<file path="src/hdl/amt_pkg.sv">
/*
  Constants and types for the analog monitor trim block.
  Assumes a single 25 MHz core clock.
*/
package amt_pkg;
  localparam int unsigned CLK_HZ          = 25000000;
  localparam int unsigned DONE_TIME_MS    = 1000;
  localparam int unsigned DONE_CYCLES     = CLK_HZ / 1000 * DONE_TIME_MS;
  localparam int unsigned TRIM_W          = 8;
  // Offset span +/-2.4 V at 18.9 mV per count
  localparam int          OFFSET_UV_LSB   = 18900;
  localparam int          OFFSET_MAX      = 127;
  localparam int          OFFSET_MIN      = -127;
  // Gain 100 % +/- 50 % at 0.4 % per count
  localparam int          GAIN_PERMIL_LSB = 4;
  localparam int          GAIN_MAX        = 125;
  localparam int          GAIN_MIN        = -125;
  localparam int unsigned GAIN_NOMINAL    = 1000;
  localparam logic [3:0]  WRITE_PERMIT_CODE = 4'h0;
  // Reg port map
  localparam logic [3:0]  ADDR_CTRL       = 4'h0;
  localparam logic [3:0]  ADDR_STATUS     = 4'h1;
  localparam logic [3:0]  ADDR_OFS1       = 4'h2;
  localparam logic [3:0]  ADDR_OFS2       = 4'h3;
  localparam logic [3:0]  ADDR_GAIN1      = 4'h4;
  localparam logic [3:0]  ADDR_GAIN2      = 4'h5;
  localparam logic [3:0]  ADDR_GEFF1      = 4'h6;
  localparam logic [3:0]  ADDR_GEFF2      = 4'h7;
  // Factory values, arbitrary neutral defaults
  localparam logic [7:0]  OFS1_FACTORY    = 8'h00;
  localparam logic [7:0]  OFS2_FACTORY    = 8'h00;
  localparam logic [7:0]  GAIN1_FACTORY   = 8'h00;
  localparam logic [7:0]  GAIN2_FACTORY   = 8'h00;
  typedef enum logic [1:0] {FN_NONE, FN_OFFSET, FN_GAIN} amt_fn_type;
  typedef enum {ST_MENU, ST_EDIT, ST_DONE} amt_state_type;
endpackage : amt_pkg

</file>
<file path="src/hdl/amt_key_sync.sv">
/*
  Key input synchroniser with single-cycle press pulse.
  Assumes keys arrive asynchronously from the keypad.
*/
`timescale 1ns/1ps
module amt_key_sync #(
  parameter int N = 5
) (
  input  wire logic         core_clk_i,
  input  wire logic         rst_n_i,
  input  wire logic [N-1:0] key_i,
  output logic      [N-1:0] press_o
);
  logic [N-1:0] s1_reg, s2_reg, s3_reg;
  logic [N-1:0] stable_reg, stable_next;
  logic [N-1:0] press_reg, press_next;

  always_comb begin
    stable_next = stable_reg;
    press_next  = '0;
    for (int i = 0; i < N; i++) begin
      // Accept a change only when the second and third stage agree
      if (s2_reg[i] == s3_reg[i]) begin
        stable_next[i] = s3_reg[i];
        press_next[i]  = s3_reg[i] & ~stable_reg[i];
      end
    end
  end

  always_ff @(posedge core_clk_i or negedge rst_n_i) begin
    if (!rst_n_i) begin
      s1_reg     <= '0;
      s2_reg     <= '0;
      s3_reg     <= '0;
      stable_reg <= '0;
      press_reg  <= '0;
    end else begin
      s1_reg     <= key_i;
      s2_reg     <= s1_reg;
      s3_reg     <= s2_reg;
      stable_reg <= stable_next;
      press_reg  <= press_next;
    end
  end

  assign press_o = press_reg;
endmodule : amt_key_sync

</file>
<file path="src/hdl/amt_trim.sv">
/*
  Analog monitor offset and gain trim, edited from the operator keypad.
  Assumes keypad keys are asynchronous levels (high while pressed), and that
  software or the display reads state over the plain register port.
*/
`timescale 1ns/1ps
// Overview of operation
// - Each channel has a signed offset, 18.9 mV per count, about +/-2.4 V.
// - Each channel has a signed gain trim, 0.4 % per count, 50 to 150 %.
// - Effective gain is 100 % plus setting times 0.4 %.
// - Offsets and gains start from the factory values, neutral defaults.
// - Editing is entered only when write protect holds the permit code.
// - Parameter initialization leaves trim values untouched.
// - Data key on a trim menu entry opens its edit screen.
// - Channel one is force monitor, two is speed; cursor starts on one.
// - Up or down steps the selected channel; output follows at once.
// - Scroll moves the cursor from channel one to channel two.
// - Data key commits both values, shows done one second, then base block.
// - Mode/set key leaves the function back to the utility menu.
module amt_trim #(
  parameter int unsigned DONE_CYCLES = amt_pkg::DONE_CYCLES
) (
  input  wire logic       core_clk_i,
  input  wire logic       nrst_i,
  input  wire logic       key_up_i,
  input  wire logic       key_down_i,
  input  wire logic       key_scroll_i,
  input  wire logic       key_data_i,
  input  wire logic       key_modeset_i,
  input  wire logic [3:0] write_protect_setting_i,
  input  wire logic       parameter_init_i,
  input  wire logic [3:0] addr_i,
  input  wire logic [7:0] wdata_i,
  input  wire logic       wr_i,
  input  wire logic       rd_i,
  output logic      [7:0] rdata_o,
  output logic      [7:0] force_offset_o,
  output logic      [7:0] speed_offset_o,
  output logic     [10:0] force_gain_permil_o,
  output logic     [10:0] speed_gain_permil_o,
  output logic            edit_active_o,
  output logic      [1:0] edit_function_o,
  output logic            cursor_o,
  output logic            done_indication_o,
  output logic            base_block_indication_o,
  output logic            commit_pulse_o
);
  localparam int unsigned CW = $clog2(DONE_CYCLES + 1);

  logic rst_a_reg, rst_b_reg;
  always_ff @(posedge core_clk_i or negedge nrst_i) begin
    if (!nrst_i) begin
      rst_a_reg <= 1'b0;
      rst_b_reg <= 1'b0;
    end else begin
      rst_a_reg <= 1'b1;
      rst_b_reg <= rst_a_reg;
    end
  end
  wire rst_n = rst_b_reg;

  logic [4:0] press;
  amt_key_sync #(.N(5)) u_keys (
    .core_clk_i (core_clk_i),
    .rst_n_i    (rst_n),
    .key_i      ({key_modeset_i, key_data_i, key_scroll_i, key_down_i, key_up_i}),
    .press_o    (press)
  );
  wire up_p   = press[0];
  wire down_p = press[1];
  wire scr_p  = press[2];
  wire data_p = press[3];
  wire mode_p = press[4];

  // Saturating step, shared by offset and gain
  function automatic logic [7:0] amt_step(input logic [7:0] v, input logic up, input logic dn,
                                           input int lo, input int hi);
    int s;
    s = $signed(v);
    if (up && s < hi) s = s + 1;
    else if (dn && s > lo) s = s - 1;
    return s[7:0];
  endfunction : amt_step

  function automatic logic [10:0] amt_gain(input logic [7:0] g);
    int p;
    // Casts keep the sum signed so a negative setting is sign-extended
    p = int'(amt_pkg::GAIN_NOMINAL) + int'($signed(g)) * amt_pkg::GAIN_PERMIL_LSB;
    return p[10:0];
  endfunction : amt_gain

  amt_pkg::amt_state_type state_reg, state_next;
  amt_pkg::amt_fn_type    fn_reg, fn_next;
  logic [1:0]  menu_reg, menu_next;
  logic        cur_reg, cur_next;
  logic [7:0]  ofs_reg [2], ofs_next [2];
  logic [7:0]  gain_reg [2], gain_next [2];
  logic [7:0]  nv_ofs_reg [2], nv_ofs_next [2];
  logic [7:0]  nv_gain_reg [2], nv_gain_next [2];
  logic [CW-1:0] cnt_reg, cnt_next;
  logic        commit_reg, commit_next;
  logic        refused_reg, refused_next;
  logic [7:0]  rdata_reg, rdata_next;

  wire permit = (write_protect_setting_i == amt_pkg::WRITE_PERMIT_CODE);

  always_comb begin
    state_next   = state_reg;
    fn_next      = fn_reg;
    menu_next    = menu_reg;
    cur_next     = cur_reg;
    ofs_next     = ofs_reg;
    gain_next    = gain_reg;
    nv_ofs_next  = nv_ofs_reg;
    nv_gain_next = nv_gain_reg;
    cnt_next     = cnt_reg;
    commit_next  = 1'b0;
    refused_next = refused_reg;
    // Menu selection written over the register port; parameter_init_i is
    // deliberately not read here so trims survive it
    if (wr_i && addr_i == amt_pkg::ADDR_CTRL) begin
      menu_next = wdata_i[1:0];
      if (wdata_i[7]) refused_next = 1'b0;
    end
    case (state_reg)
      amt_pkg::ST_MENU: begin
        if (data_p && menu_reg != 2'(amt_pkg::FN_NONE)) begin
          if (permit) begin
            state_next = amt_pkg::ST_EDIT;
            fn_next    = amt_pkg::amt_fn_type'(menu_reg);
            cur_next   = 1'b0;
          end else begin
            refused_next = 1'b1;
          end
        end
      end
      amt_pkg::ST_EDIT: begin
        if (mode_p) begin
          state_next = amt_pkg::ST_MENU;
          fn_next    = amt_pkg::FN_NONE;
        end else if (data_p) begin
          nv_ofs_next  = ofs_reg;
          nv_gain_next = gain_reg;
          commit_next  = 1'b1;
          cnt_next     = CW'(DONE_CYCLES - 1);
          state_next   = amt_pkg::ST_DONE;
        end else if (scr_p) begin
          cur_next = 1'b1;
        end else if (up_p || down_p) begin
          if (fn_reg == amt_pkg::FN_OFFSET)
            ofs_next[cur_reg] = amt_step(ofs_reg[cur_reg], up_p, down_p,
                                         amt_pkg::OFFSET_MIN, amt_pkg::OFFSET_MAX);
          else
            gain_next[cur_reg] = amt_step(gain_reg[cur_reg], up_p, down_p,
                                          amt_pkg::GAIN_MIN, amt_pkg::GAIN_MAX);
        end
      end
      amt_pkg::ST_DONE: begin
        if (cnt_reg == '0) state_next = amt_pkg::ST_EDIT;
        else cnt_next = cnt_reg - CW'(1);
      end
      default: state_next = amt_pkg::ST_MENU;
    endcase
  end

  always_comb begin
    rdata_next = 8'h00;
    if (rd_i) begin
      case (addr_i)
        amt_pkg::ADDR_CTRL:   rdata_next = {refused_reg, 5'h00, menu_reg};
        amt_pkg::ADDR_STATUS: rdata_next = {3'h0, (state_reg == amt_pkg::ST_DONE),
                                            cur_reg, (state_reg != amt_pkg::ST_MENU), fn_reg};
        amt_pkg::ADDR_OFS1:   rdata_next = ofs_reg[0];
        amt_pkg::ADDR_OFS2:   rdata_next = ofs_reg[1];
        amt_pkg::ADDR_GAIN1:  rdata_next = gain_reg[0];
        amt_pkg::ADDR_GAIN2:  rdata_next = gain_reg[1];
        amt_pkg::ADDR_GEFF1:  rdata_next = nv_gain_reg[0];
        amt_pkg::ADDR_GEFF2:  rdata_next = nv_gain_reg[1];
        default:              rdata_next = 8'h00;
      endcase
    end
  end

  always_ff @(posedge core_clk_i or negedge rst_n) begin
    if (!rst_n) begin
      state_reg   <= amt_pkg::ST_MENU;
      fn_reg      <= amt_pkg::FN_NONE;
      menu_reg    <= 2'h0;
      cur_reg     <= 1'b0;
      ofs_reg[0]  <= amt_pkg::OFS1_FACTORY;
      ofs_reg[1]  <= amt_pkg::OFS2_FACTORY;
      gain_reg[0] <= amt_pkg::GAIN1_FACTORY;
      gain_reg[1] <= amt_pkg::GAIN2_FACTORY;
      nv_ofs_reg[0]  <= amt_pkg::OFS1_FACTORY;
      nv_ofs_reg[1]  <= amt_pkg::OFS2_FACTORY;
      nv_gain_reg[0] <= amt_pkg::GAIN1_FACTORY;
      nv_gain_reg[1] <= amt_pkg::GAIN2_FACTORY;
      cnt_reg     <= '0;
      commit_reg  <= 1'b0;
      refused_reg <= 1'b0;
      rdata_reg   <= 8'h00;
    end else begin
      state_reg   <= state_next;
      fn_reg      <= fn_next;
      menu_reg    <= menu_next;
      cur_reg     <= cur_next;
      ofs_reg     <= ofs_next;
      gain_reg    <= gain_next;
      nv_ofs_reg  <= nv_ofs_next;
      nv_gain_reg <= nv_gain_next;
      cnt_reg     <= cnt_next;
      commit_reg  <= commit_next;
      refused_reg <= refused_next;
      rdata_reg   <= rdata_next;
    end
  end

  assign rdata_o                 = rdata_reg;
  assign force_offset_o          = ofs_reg[0];
  assign speed_offset_o          = ofs_reg[1];
  assign force_gain_permil_o     = amt_gain(gain_reg[0]);
  assign speed_gain_permil_o     = amt_gain(gain_reg[1]);
  assign edit_active_o           = (state_reg != amt_pkg::ST_MENU);
  assign edit_function_o         = fn_reg;
  assign cursor_o                = cur_reg;
  assign done_indication_o       = (state_reg == amt_pkg::ST_DONE);
  assign base_block_indication_o = (state_reg != amt_pkg::ST_DONE);
  assign commit_pulse_o          = commit_reg;

  // Helper: the done window length
  logic [CW-1:0] dlen_reg;
  always_ff @(posedge core_clk_i or negedge rst_n) begin
    if (!rst_n) dlen_reg <= '0;
    else if (state_reg == amt_pkg::ST_DONE) dlen_reg <= dlen_reg + CW'(1);
    else dlen_reg <= '0;
  end

  entry_guard_a: assert property (@(posedge core_clk_i) disable iff (!rst_n)
    (state_reg == amt_pkg::ST_MENU && state_next == amt_pkg::ST_EDIT) |-> permit)
    else $error("Edit entered while write protected");
  cursor_start_a: assert property (@(posedge core_clk_i) disable iff (!rst_n)
    $rose(edit_active_o) |-> !cursor_o)
    else $error("Cursor did not start on channel one");
  scroll_move_a: assert property (@(posedge core_clk_i) disable iff (!rst_n)
    (state_reg == amt_pkg::ST_EDIT && scr_p && !data_p && !mode_p) |=> cursor_o)
    else $error("Scroll did not move cursor");
  offset_range_a: assert property (@(posedge core_clk_i) disable iff (!rst_n)
    $signed(ofs_reg[cur_reg]) <= amt_pkg::OFFSET_MAX && $signed(ofs_reg[cur_reg]) >= amt_pkg::OFFSET_MIN)
    else $error("Offset out of range");
  gain_range_a: assert property (@(posedge core_clk_i) disable iff (!rst_n)
    $signed(gain_reg[0]) <= amt_pkg::GAIN_MAX && $signed(gain_reg[0]) >= amt_pkg::GAIN_MIN)
    else $error("Gain out of range");
  commit_save_a: assert property (@(posedge core_clk_i) disable iff (!rst_n)
    commit_pulse_o |-> (nv_ofs_reg[0] == ofs_reg[0] && nv_gain_reg[1] == gain_reg[1] && done_indication_o))
    else $error("Commit did not store values");
  done_time_a: assert property (@(posedge core_clk_i) disable iff (!rst_n)
    $fell(done_indication_o) |-> dlen_reg == CW'(DONE_CYCLES))
    else $error("Done indication length wrong");
  mode_exit_a: assert property (@(posedge core_clk_i) disable iff (!rst_n)
    (state_reg == amt_pkg::ST_EDIT && mode_p) |=> !edit_active_o)
    else $error("Mode key did not leave edit");
  step_up_a: assert property (@(posedge core_clk_i) disable iff (!rst_n)
    (state_reg == amt_pkg::ST_EDIT && fn_reg == amt_pkg::FN_OFFSET && up_p && !down_p && !scr_p
     && !data_p && !mode_p && !cur_reg && $signed(ofs_reg[0]) < amt_pkg::OFFSET_MAX)
    |=> $signed(force_offset_o) == $signed($past(force_offset_o)) + 1)
    else $error("Up key did not step offset");
  init_keep_a: assert property (@(posedge core_clk_i) disable iff (!rst_n)
    (parameter_init_i && state_reg == amt_pkg::ST_MENU) |=> $stable(nv_gain_reg[0]) && $stable(nv_ofs_reg[0]))
    else $error("Init changed trim values");
endmodule : amt_trim
</file>
<file path="config.mk">
export PLATFORM = sky130hd
export DESIGN_NAME = amt_trim
export DESIGN_NICKNAME = d
export VERILOG_FILES = /design/src/hdl/amt_pkg.sv /design/src/hdl/amt_key_sync.sv /design/src/hdl/amt_trim.sv
export SDC_FILE = /design/constraint.sdc
export NUM_CORES = 1
export LEC_CHECK = 0
export BUFFER_PORTS_ARGS = -buffer_cell sky130_fd_sc_hd__clkbuf_2
export CORE_UTILIZATION = 30
export CTS_CLUSTER_SIZE = 12
export DETAILED_ROUTE_END_ITERATION = 8
export GPL_TIMING_DRIVEN = 0
export PLACE_DENSITY_LB_ADDON = 0.1
export SYNTH_ARGS = -nofsm -noshare
export SYNTH_HDL_FRONTEND = slang
export SYNTH_SLANG_ARGS = --single-unit
</file>
<file path="constraint.sdc">
create_clock -name core_clk_i -period 3.65 [get_ports core_clk_i]
set_input_delay 0.5475 -clock core_clk_i [delete_from_list [all_inputs] [get_ports core_clk_i]]
set_output_delay 0.5475 -clock core_clk_i [all_outputs]
set_load 0.03 [all_outputs]
</file>
==> Flow_metrics.wiki <==
{| class="wikitable"
! Metric !! Value
|-
| Run status || complete, no violations
|-
| Worst slew slack as a fraction of its limit || between 40% and 50%
|-
| Leading cell type in the layout, fill and taps excluded || dfrtp_1
|-
| Cell with the most instances on the worst path || clkbuf_4
|-
| Commonest non-fill, non-tap cells in the layout || 116 x dfrtp_1, 102 x nand2_1, 66 x clkbuf_2
|-
| Async set or reset register ratio after synthesis || 100.0%
|-
| Starting DRC count in detailed routing || ~440
|-
| Final RePlAce weighted congestion || 0.8664
|-
| Total routed wirelength || between 15 and 20 mm
|-
| Yosys top cell area share || between 40% and 50%
|-
| HPWL reported at the end of detailed placement || 13.69 mm
|-
| Worst-path cell with the longest stage delay || mux2_2
|-
| Number of flops mapped to enable cells by yosys || 0
|-
| Cell accounting for the most synthesized area || dfrtp_1
|-
| Main synth FF type || dfrtp_1
|-
| Setup bufs post-CTS || 0
|-
| Number of buffers inserted during clock tree synthesis || 17
|-
| Number of inserted filler cells in the final layout || 2033
|-
| Max-cap violations || 0
|-
| Vias/cell || 5.146
|-
| # port buffers || 66
|-
| Residual overflow from global routing || 0
|-
| Clock Tree Root || clkbuf_16
|-
| Number of buffer and inverter stages on the critical path || 4
|-
| Remaining number of nets flagged by the antenna check after routing || 0
|-
| Crit-path max cell delay || 0.37 ns
|-
| Total Routing Usage GR || between 10% and 20%
|-
| Largest register FFs || 25
|-
| CTS tree || yes
|-
| CTS Buffer Depth || 2
|-
| X dimension of the die || 146.8 microns
|-
| Cell family with most CP delay || buffers and inverters
|-
| Clock latency reported for the late side of the worst-skew pair || 0.42 ns
|-
| Critical path arrival || 3.77 ns
|-
| Path category of the worst min-delay check || in2reg
|-
| Setup Crit Path Kind || reg2reg
|-
| Flip-flop and latch count after synthesis || 117
|-
| Min Hold Slack || 0.2345 ns
|-
| Period utilisation layout || 95.19%
|-
| Final critical path time including I/O delays and setup || 3.474 ns
|-
| Slew Viols, Final || 0
|-
| Placed cell count || 1002
|-
| Via count of the first global-routing pass || ~5300
|-
| YS warnings || 0
|-
| Maximum fanout along the worst path || 10
|-
| Required time at the worst-slack endpoint || roughly 4.0 ns
|-
| Area of the core || a little over 20000 sq um
|-
| Library cells used by synthesis || 62
|-
| Highest clock frequency the design can meet || 0.2878 GHz
|-
| CP Cell Sequence || buf_2 > clkbuf_4 > clkbuf_4 > buf_4 > mux2i_2 > ha_2 > nor4b_1 > or2_2 > a21oi_2 > a31oi_2 > nor4_2 > mux2_2
|-
| Detailed-route via count || 5321
|-
| CTS H-tree depth || 4
|-
| Final antenna diode count || 0
|-
| Wire length of the first global-routing pass || 30.17 mm
|-
| Boundary pin count || 79
|-
| Final setup viols || 0
|-
| Worst-case clock skew || 0.007766 ns
|-
| Number of antenna violations at the first check in global routing || 0
|-
| Unrepaired setup endpoints after global routing || no
|-
| Clock transition at the registers of the reported paths || 0.06 ns
|-
| Leakage || roughly 0.0036 uW
|-
| Ranking of synthesized cells by area || dfrtp_1 47%, nand2_1 6.1%, xor2_1 3.6%, xnor2_1 3.1%, mux2_2 2.9%
|-
| Clock Sink Count || ~120
|-
| Cell area after synthesis || 6290 sq um
|-
| Area growth, synth to finish || 22.16%
|-
| Drt pass-1 iters || 5
|-
| P per Cell Area || 580.9 nW/um^2
|-
| Die Footprint || ~22000 sq um
|-
| Startpoint class of the critical path || flip-flop
|-
| Transition time at the pin with the least slew margin || 0.8742 ns
|-
| Critical Path End Type || flip-flop
|-
| Register area share after synthesis || 46.55%
|-
| Average size of a mapped cell || 9.516 sq um
|-
| Max IR drop VDD || 0.0002841 V
|-
| Starting density of the core || just over 30%
|-
| Fraction of layout instances using a drive strength above 1 || slightly below 20%
|-
| Post-Syn Instances || 661
|-
| Maximum number of pins on one net before global-route repair || 50
|-
| Non-filler cells, final || between 1000 and 1500
|-
| Row count || 52
|-
| DRC errors left || 0
|-
| Slack of the worst reg-to-reg path || 0.18 ns
|-
| Nets@finish || 787
|-
| Final number of hold-violating endpoints || 0
|-
| Die Height || 146.8 microns
|-
| Per-cell routed wire length || around 18 microns
|}
## per-stage QoR
step / setup TNS, ns / setup slack (ns) / utilization (%) / power, uW / cell area, sq um
3_5_place_dp: -2.034 / -0.5455 / 34.51 / 2754 / 7028
2_1_floorplan: 0 / 0.1492 / - / 2431 / 6301
3_3_place_gp: -159.90 / -1.383 / 34.22 / 2717 / 6969
6_report: 0 / 0.1756 / 37.73 / 4463 / 7684
5_1_grt: 0 / 0.0009024 / 37.73 / 4709 / 7684
4_1_cts: 0 / 0.01415 / 37.57 / 4503 / 7651
## repair_timing
action / 4_1_cts / 5_1_grt
hold buffers: 1 / 0
setup endpoints to repair: 11 / 13
hold endpoints to repair: 2 / 0
cloned: 0 / 0
resized for setup: 5 / 8
## synthesized netlist by cell type (3+ instances only)
cell / number
and3_1: 5
nor2_1: 43
mux2_2: 16
nor4b_1: 5
mux2i_1: 13
o21ai_0: 35
a21oi_1: 31
a211oi_1: 4
buf_1: 5
buf_2: 6
nor3b_1: 6
clkbuf_1: 24
o31ai_1: 3
dfrtp_1: 117
nand2_1: 102
nand4b_1: 4
a22oi_1: 5
a22o_1: 3
ha_1: 9
nand4_1: 6
a31oi_1: 5
inv_1: 14
or3_1: 15
buf_4: 6
nor2b_1: 11
mux4_2: 6
nor3_1: 26
maj3_1: 5
xnor2_1: 22
or4_1: 5
xor2_1: 26
or2_2: 3
o22ai_1: 3
nor4_1: 11
nand3_1: 21
nand2b_1: 8
## logic make-up after synthesis
group           share of synthesized area (%)
compound gates                          10.30
flops                                   46.55
simple gates                            22.74
buf+inv                                 3.939
fa+ha+maj                               2.586
mux                                     7.082
xor+xnor                                6.684
other cells                            0.1194
## layer usage
metal,track usage (%),up-vias,wire length (microns)
li1,-,2503,-
met1,26.41,2597,9353
met2,26.99,192,8180
met3,3.696,29,908
met4,7.604,0,444
met5,0,-,0
## path summary, 6_finish.rpt
check | cells after the start | end | from
min in group asynchronous | 0 | gain_reg[1] | rst_b_reg
max in group asynchronous | 2 | cnt_reg[16] | rst_b_reg
min reg2reg | 0 | gain_reg[1] | rst_b_reg
max reg2reg | 12 | gain_reg[15] | cursor_o
max | 12 | gain_reg[15] | cursor_o
min | 1 | u_keys.s1_reg[2] | key_scroll_i
## where the power goes
part           leakage (uW)  internal (uW)  switching, uW
Clock              0.000296           1120            595
Combinational       0.00178            424            680
Sequential          0.00154           1470            179
## area by class of cell
| type | instances | area [sq um] | share of cell area, % |
|---|---|---|---|
| clock buffer | 22 | 474.2 | 6.172 |
| tap | 270 | 337.8 | 4.397 |
| timing repair buffer | 69 | 395.4 | 5.146 |
| buffer | 42 | 205.2 | 2.671 |
| inverter | 14 | 52.55 | 0.6839 |
| clock inverter | 9 | 126.4 | 1.645 |
| sequential | 117 | 2932 | 38.15 |
| multi-input combinational | 491 | 3161 | 41.13 |
Note: power is estimated with default switching activity, not from simulation.
